## config.mk

```make
export PLATFORM = sky130hd
export DESIGN_NAME = spi_master_core
export DESIGN_NICKNAME = d
export VERILOG_FILES = /design/src/rtl/spi_input_sync.v /design/src/rtl/spi_master_core.v
export VERILOG_INCLUDE_DIRS = /design/src /design/src/rtl
export SDC_FILE = /design/constraint.sdc
export NUM_CORES = 1
export LEC_CHECK = 0
export ABC_CLOCK_PERIOD_IN_PS = 2300
export BUFFER_PORTS_ARGS = -buffer_cell sky130_fd_sc_hd__buf_2
export CAP_MARGIN = 20
export CORE_UTILIZATION = 45
export CTS_CLUSTER_DIAMETER = 50
export DETAILED_ROUTE_END_ITERATION = 8
export MAX_ROUTING_LAYER = met4
export SLEW_MARGIN = 10
export SYNTH_ARGS = -nofsm -noshare
export SYNTH_HDL_FRONTEND = slang
export SYNTH_HIERARCHICAL = 1
export SYNTH_SLANG_ARGS = --single-unit
```

## constraint.sdc

```tcl
create_clock -name clk -period 2.3 [get_ports clk]
set_input_delay 0.115 -clock clk [delete_from_list [all_inputs] [get_ports clk]]
set_output_delay 0.115 -clock clk [all_outputs]
set_load 0.02 [all_outputs]
```

## src/rtl/spi_core_regs.vh

```
// Register map, field positions and timing constants of the serial master core
`ifndef SPI_CORE_REGS_VH
`define SPI_CORE_REGS_VH

`define ADDR_RECEIVE_DATA 3'h0
`define ADDR_TRANSMIT_DATA 3'h1
`define ADDR_CORE_STATUS 3'h2
`define ADDR_CORE_CONTROL 3'h3
`define ADDR_RESERVED_SLOT 3'h4
`define ADDR_PERIPHERAL_SELECT_MASK 3'h5

`define BIT_ANY_ERROR 8
`define BIT_RX_FULL 7
`define BIT_TX_EMPTY 6
`define BIT_SHIFTER_IDLE 5
`define BIT_TX_OVERRUN 4
`define BIT_RX_OVERRUN 3
`define BIT_FORCE_SELECT 10

`define CONTROL_RESET 16'h0000
`define SELECT_MASK_RESET 16'h0000

`define CLK_PERIOD_NS 20
`define SCLK_HALF_NS 80
`define SCLK_HALF_CYCLES ((`SCLK_HALF_NS + `CLK_PERIOD_NS - 1) / `CLK_PERIOD_NS)

`endif

```

## src/rtl/spi_input_sync.v

```verilog
// Three-stage input synchroniser with agreement filter
`timescale 1ns/1ns
module spi_input_sync (
  input wire clk,
  input wire rst,
  input wire pin_in,
  output reg level_q
);
  reg s1_q;
  reg s2_q;
  reg s3_q;
  reg hold_q;

  always @(posedge clk) begin
    if (rst) begin
      s1_q <= 1'b0;
      s2_q <= 1'b0;
      s3_q <= 1'b0;
      hold_q <= 1'b0;
    end else begin
      s1_q <= pin_in;
      s2_q <= s1_q;
      s3_q <= s2_q;
      hold_q <= level_q;
    end
  end

  // New level passes as soon as two settled stages agree; no extra register
  // so a slave bit changed on one sclk edge is seen at the next one
  always @* begin
    if (s2_q == s3_q) begin
      level_q = s3_q;
    end else begin
      level_q = hold_q;
    end
  end
endmodule // spi_input_sync

```

## src/rtl/spi_master_core.v

```verilog
// Serial peripheral master: register file, transmit/receive shifter, select and irq
`timescale 1ns/1ns
`include "spi_core_regs.vh"
module spi_master_core #(
  parameter DATA_WIDTH = 8,
  parameter NUM_SELECTS = 1,
  parameter IS_MASTER = 1,
  parameter LSB_FIRST = 0,
  parameter CLK_POLARITY = 0,
  parameter CLK_PHASE = 0,
  parameter SCLK_HALF = `SCLK_HALF_CYCLES
) (
  input wire clk,
  input wire rst,
  input wire [2:0] address,
  input wire chip_select,
  input wire read_en,
  input wire write_en,
  input wire [15:0] write_data,
  output reg [15:0] read_data,
  output reg irq,
  output reg sclk,
  output reg mosi,
  input wire miso,
  output reg [NUM_SELECTS-1:0] ss_n
);
  localparam [5:0] LAST_TICK = 2 * DATA_WIDTH;
  localparam [15:0] DIV_LAST = SCLK_HALF - 1;
  localparam [15:0] CTRL_MASK = (IS_MASTER != 0) ? 16'h05d8 : 16'h01d8;
  localparam [15:0] DATA_MASK = (16'h0001 << DATA_WIDTH) - 16'h0001;

  wire rd = chip_select & read_en;
  wire wr = chip_select & write_en;
  wire miso_s;

  reg [DATA_WIDTH-1:0] rx_data_q;
  reg [DATA_WIDTH-1:0] tx_hold_q;
  reg [DATA_WIDTH-1:0] sh_out_q;
  reg [DATA_WIDTH-1:0] sh_in_q;
  reg [15:0] ctrl_q;
  reg [NUM_SELECTS-1:0] sel_mask_q;
  reg rx_full_q;
  reg tx_empty_q;
  reg rx_ovr_q;
  reg tx_ovr_q;
  reg busy_q;
  reg [15:0] div_q;
  reg [5:0] tick_q;

  spi_input_sync u_miso_sync (
    .clk(clk),
    .rst(rst),
    .pin_in(miso),
    .level_q(miso_s)
  );

  // Status word built from live flags
  wire any_err = tx_ovr_q | rx_ovr_q;
  reg [15:0] status_w;
  always @* begin
    status_w = 16'h0000;
    status_w[`BIT_ANY_ERROR] = any_err;
    status_w[`BIT_RX_FULL] = rx_full_q;
    status_w[`BIT_TX_EMPTY] = tx_empty_q;
    status_w[`BIT_SHIFTER_IDLE] = ~busy_q;
    status_w[`BIT_TX_OVERRUN] = tx_ovr_q;
    status_w[`BIT_RX_OVERRUN] = rx_ovr_q;
  end

  // Bus strobes per register
  wire rd_rx = rd & (address == `ADDR_RECEIVE_DATA);
  wire wr_tx = wr & (address == `ADDR_TRANSMIT_DATA);
  wire wr_stat = wr & (address == `ADDR_CORE_STATUS);
  wire wr_ctrl = wr & (address == `ADDR_CORE_CONTROL);
  wire wr_mask = wr & (address == `ADDR_PERIPHERAL_SELECT_MASK) & (IS_MASTER != 0);

  // Shifter timing
  wire tick = busy_q & (div_q == DIV_LAST);
  wire leading = tick & (tick_q < LAST_TICK) & ~tick_q[0];
  wire trailing = tick & (tick_q < LAST_TICK) & tick_q[0];
  wire finish = tick & (tick_q == LAST_TICK);
  wire start = ~busy_q & ~tx_empty_q;
  wire sample = (CLK_PHASE == 0) ? leading : trailing;
  wire shift = (CLK_PHASE == 0) ? trailing : leading;
  wire out_bit = (LSB_FIRST != 0) ? sh_out_q[0] : sh_out_q[DATA_WIDTH-1];
  wire [DATA_WIDTH:0] out_l = {1'b0, sh_out_q};
  wire [DATA_WIDTH:0] out_m = {sh_out_q, 1'b0};
  wire [DATA_WIDTH-1:0] out_next = (LSB_FIRST != 0) ? out_l[DATA_WIDTH:1] : out_m[DATA_WIDTH-1:0];
  wire [DATA_WIDTH:0] in_l = {miso_s, sh_in_q};
  wire [DATA_WIDTH:0] in_m = {sh_in_q, miso_s};
  wire [DATA_WIDTH-1:0] in_next = (LSB_FIRST != 0) ? in_l[DATA_WIDTH:1] : in_m[DATA_WIDTH-1:0];
  wire [DATA_WIDTH-1:0] out_first = (LSB_FIRST != 0) ? tx_hold_q : tx_hold_q;
  wire first_bit = (LSB_FIRST != 0) ? out_first[0] : out_first[DATA_WIDTH-1];

  // Serial engine
  always @(posedge clk) begin
    if (rst) begin
      busy_q <= 1'b0;
      div_q <= 16'h0000;
      tick_q <= 6'h00;
      sh_out_q <= {DATA_WIDTH{1'b0}};
      sh_in_q <= {DATA_WIDTH{1'b0}};
      sclk <= (CLK_POLARITY != 0);
      mosi <= 1'b0;
    end else if (start) begin
      busy_q <= 1'b1;
      div_q <= 16'h0000;
      tick_q <= 6'h00;
      sh_out_q <= tx_hold_q;
      if (CLK_PHASE == 0) begin
        mosi <= first_bit;
      end
    end else if (busy_q) begin
      if (tick) begin
        div_q <= 16'h0000;
        tick_q <= tick_q + 6'h01;
      end else begin
        div_q <= div_q + 16'h0001;
      end
      if (tick & ~finish) begin
        sclk <= ~sclk;
      end
      if (sample) begin
        sh_in_q <= in_next;
      end
      if (shift) begin
        if (CLK_PHASE == 0) begin
          mosi <= out_next[0] & 1'b0 | ((LSB_FIRST != 0) ? out_next[0] : out_next[DATA_WIDTH-1]);
        end else begin
          mosi <= out_bit;
        end
        sh_out_q <= out_next;
      end
      if (finish) begin
        busy_q <= 1'b0;
      end
    end
  end

  // Holding registers and flags
  always @(posedge clk) begin
    if (rst) begin
      rx_data_q <= {DATA_WIDTH{1'b0}};
      tx_hold_q <= {DATA_WIDTH{1'b0}};
      rx_full_q <= 1'b0;
      tx_empty_q <= 1'b1;
      rx_ovr_q <= 1'b0;
      tx_ovr_q <= 1'b0;
      ctrl_q <= `CONTROL_RESET;
      sel_mask_q <= {NUM_SELECTS{1'b0}};
    end else begin
      // Receive: finished word always lands, set beats clear
      if (finish) begin
        rx_data_q <= sh_in_q;
        rx_full_q <= 1'b1;
      end else if (rd_rx) begin
        rx_full_q <= 1'b0;
      end
      if (finish & rx_full_q & ~rd_rx) begin
        rx_ovr_q <= 1'b1;
      end else if (wr_stat) begin
        rx_ovr_q <= 1'b0;
      end
      // Transmit holding register
      if (wr_tx & ~tx_empty_q) begin
        tx_ovr_q <= 1'b1;
      end else if (wr_stat) begin
        tx_ovr_q <= 1'b0;
      end
      if (wr_tx & tx_empty_q) begin
        tx_hold_q <= write_data[DATA_WIDTH-1:0];
        tx_empty_q <= 1'b0;
      end else if (start) begin
        tx_empty_q <= 1'b1;
      end
      if (wr_ctrl) begin
        ctrl_q <= write_data & CTRL_MASK;
      end
      if (wr_mask) begin
        sel_mask_q <= write_data[NUM_SELECTS-1:0];
      end
    end
  end

  // Registered read port; reads have no side effect except on receive data
  always @(posedge clk) begin
    if (rst) begin
      read_data <= 16'h0000;
    end else if (rd) begin
      case (address)
        `ADDR_RECEIVE_DATA: read_data <= {{(16-DATA_WIDTH){1'b0}}, rx_data_q} & DATA_MASK;
        `ADDR_CORE_STATUS: read_data <= status_w;
        `ADDR_CORE_CONTROL: read_data <= ctrl_q;
        `ADDR_PERIPHERAL_SELECT_MASK: begin
          read_data <= (IS_MASTER != 0) ? {{(16-NUM_SELECTS){1'b0}}, sel_mask_q} : 16'h0000;
        end
        default: read_data <= 16'h0000;
      endcase
    end
  end

  // Interrupt and select outputs
  always @(posedge clk) begin
    if (rst) begin
      irq <= 1'b0;
      ss_n <= {NUM_SELECTS{1'b1}};
    end else begin
      irq <= |(status_w & ctrl_q & 16'h01d8);
      // Select drops with the start so the slave's first bit settles in time
      if (busy_q | start | ((IS_MASTER != 0) & ctrl_q[`BIT_FORCE_SELECT])) begin
        ss_n <= ~sel_mask_q;
      end else begin
        ss_n <= {NUM_SELECTS{1'b1}};
      end
    end
  end
endmodule // spi_master_core

```

==> flow_summary.toml <==
[run_status]
status = "finished clean"

[synth]
synthArstFlopShare_pct = 0
synth_area_mm2 = 0.003764
synthFlopType = "dfxtp_1"
yosysTopAreaCell = "dfxtp_1"
synth.area.top_cells = "dfxtp_1 (44%), nor2_1 (5.4%), mux2i_1 (5.3%)"
yosys_register_bits = 83
yosys_warnings = 6
yosys-top-cells-count = "dfxtp_1 (83), nor2_1 (54), a21oi_1 (30)"
ys_seq_area_share_pct = 44.15
synthCells = 418
avgSynthCellArea_um2 = 9.004
synth_cell_types = 55
yosysMostFrequentCell = "dfxtp_1"
synth_top_area_share_pct = 44.15
synth-edff-count = 0

[clocking]
cts_buffers = 9
cts_sinks = 83
post_cts_buffers = 0
clk_path_buf_depth = 2
root_buffer = "clkbuf_8"
clk_pin_slew_worst_paths_ns = 0.08
cts.repair.resized = 0
clkLatencyLatePin_ns = 0.35
cts_tree = "built"
ctsHtreeMaxLevel = 3

[setup_path]
crit_chain = "ha_1 > and4bb_2 > nand4_2 > or4_1 > a21oi_1"
worst-path-buf-inv = 0
worstPathMaxFanout = 9
worstPathRequired_ns = 2.57
crit_path_end_kind = "flip-flop"
cp.arrival_ns = 2.20
slowest_delay_ns = 0.53
crit_path_top_delay_cell = "or4_1"
start_kind = "flip-flop"
worstSetupPathType = "reg2reg"
cp_top_family = "simple AND/OR/NAND/NOR gates"

[drt]
drt_iter0_markers = 127
via_count = 2983
drc = 0
drt_pass1_iterations = 4
avgRoutedWirePerCell_um = 14.26
vias_per_cell = 5.443
drt.antenna.violating_nets = 0
routed_wl_um = 7815

[power_and_ir_drop]
p_sw_mw = 0.5925
p_int_mw = 2.006
p_per_area_mw_per_mm2 = 624.3
seqPwrFrac_pct = 56.0
switching_share_pct = 22.80
leakagePower_nw = 1.595
p_clk_share_pct = 39.7
ir_drop_mv = 0.2798
power_frac_comb_pct = 4.3

[floorplan]
die_w_um = 93.45
core_area_mm2 = 0.007888
rows = 32
initial_core_util_pct = 47.72
die_h_um = 93.45
design.die.area_mm2 = 0.008733
io-pin-count = 45

[placement]
routabilityCongestion = 0.8215
dp_hpwl_um = 5328
placed_area_mm2 = 0.003938
io_buffers = 32

[timing]
fin_crit_ns = 1.931
holdWs_ns = 0.01736
tightest_slew_ns = 0.5886
min_period_over_period_pct = 83.97
clock.fmax_mhz = 517.8
final-hold-violation-count = 0
tns_ns = 0
clock_skew_ns = 0.01239
setup_viol = 0
rsz0062_at_grt = "false"
slew_viol_final = 0
relSlewSlack_pct = 60.40

[global_route]
grt_max_degree = 35
grt_pass1_vias = 2786
antenna_found_initial = 1
grt_use_total_pct = 20.25
overflow = 0
grt_pass1_wl_um = 13610

[finish]
nFillCells = 770
drive_above_1_share_pct = 17.08
num-nets-final = 468
syn_to_final_growth_pct = 10.57
seqCellArea_mm2 = 0.001662
final_area_mm2 = 0.004161
multiInputGateArea_mm2 = 0.001898

[min_path]
holdCritPathClass = "in2reg"

[run]
maxCapViolCount = 0
## sequential cells by signal, summed over array words and instances (netlist names)
signal and cells:
rx_full_q 1, u_miso_sync/hold_q 1, u_miso_sync/s1_q 1, rx_data_q 8, sh_out_q 7, irq 1
out_first 8, tx_empty_q 1, ctrl_q 6, rx_ovr_q 1, busy_q 1, div_q 16
u_miso_sync/s2_q 1, tx_ovr_q 1, sclk 1, sel_mask_q 1, read_data 10, tick_q 6
ss_n 1, u_miso_sync/s3_q 1, sh_in_q 8, mosi 1
## path summary, 6_finish.rpt
kind	end	from	cells past startpoint	slack, ns
min reg2reg	u_miso_sync/s2_q	u_miso_sync/s1_q	1	0.45
min	out_first[1]	write_data[1]	3	0.02
max reg2reg	tick_q[5]	div_q[1]	5	0.37
max	tick_q[5]	div_q[1]	5	0.37
## power groups by stage
stage	registers [mW]	clock network, mW	logic (mW)
3_5_place_dp	1.49	0	0.108
6_report	1.45	1.03	0.112
3_3_place_gp	1.49	0	0.108
5_1_grt	1.46	1.13	0.124
2_1_floorplan	1.49	0	0.0805
4_1_cts	1.45	1.06	0.112
## logic make-up after synthesis
| group | Yosys count | synth area share, % |
|---|---|---|
| XOR/XNOR | 14 | 3.258 |
| AND/OR/NAND/NOR | 165 | 25.23 |
| adder cells (fa/ha/maj) | 3 | 0.9640 |
| flip-flops | 83 | 44.15 |
| AO/OA/AOI/OAI | 90 | 15.06 |
| other | 1 | 0.09964 |
| multiplexers | 20 | 5.319 |
| buffers and inverters | 42 | 5.917 |
## worst min-delay path: stages
cell and delay [ns]:
buf_2 0.08, mux2i_1 0.05, nor2_1 0.08
## repair_timing
action	in CTS	in global routing
hold buffers	3	0
endpoints found under the hold margin	3	0
setup endpoints to repair	0	0
## layer usage
layer | vias to the layer above | track usage, % | wire length, um
li1 | 1535 | - | -
met1 | 1393 | 27.21 | 4000
met2 | 45 | 29.66 | 3436
met3 | 10 | 5.528 | 330
met4 | 0 | 6.154 | 47
met5 | - | - | 0
## layout make-up
class / instances / share of cell area [%]
repair buffers: 45 / 6.374
diodes: 1 / 0.06013
flip-flops and latches: 83 / 39.93
inverters: 4 / 0.3608
clock buffers: 10 / 3.307
well taps: 102 / 3.067
multi-input cells: 298 / 45.61
clock inverters: 5 / 1.293
## cell usage in the layout, fill, tap and decap left out, drive strengths merged, types with 2 or more instances in the layout
cell type and instances:
a21bo 7, nand2 23, dlygate4sd3 3, conb 6, xnor2 6, a21o 2, o21ai 25, nor2 55
a22oi 9, clkinv 4, a31oi 2, mux2i 20, or3 4, nand2b 2, nor4 8, and4 3
clkbuf 10, and3 3, inv 4, xor2 8, nand4 13, nor2b 6, ha 2, a21oi 30
dfxtp 83, a311oi 5, nand4b 14, nand3 19, buf 42, or4 3, nand3b 2, nor3 4
o31ai 3
## metrics by stage
| stage | utilization, % | instances | power (mW) | setup slack, ns |
|---|---|---|---|---|
| floorplan | - | 423 | 1.567 | 0.6645 |
| global placement | 49.92 | 529 | 1.596 | 0.4317 |
| detailed placement | 49.92 | 529 | 1.596 | 0.4104 |
| CTS | 52.73 | 547 | 2.629 | 0.3775 |
| global route | 52.76 | 548 | 2.714 | 0.2190 |
| finish | 52.76 | 548 | 2.598 | 0.3687 |
(Power assumes the default switching activity.)
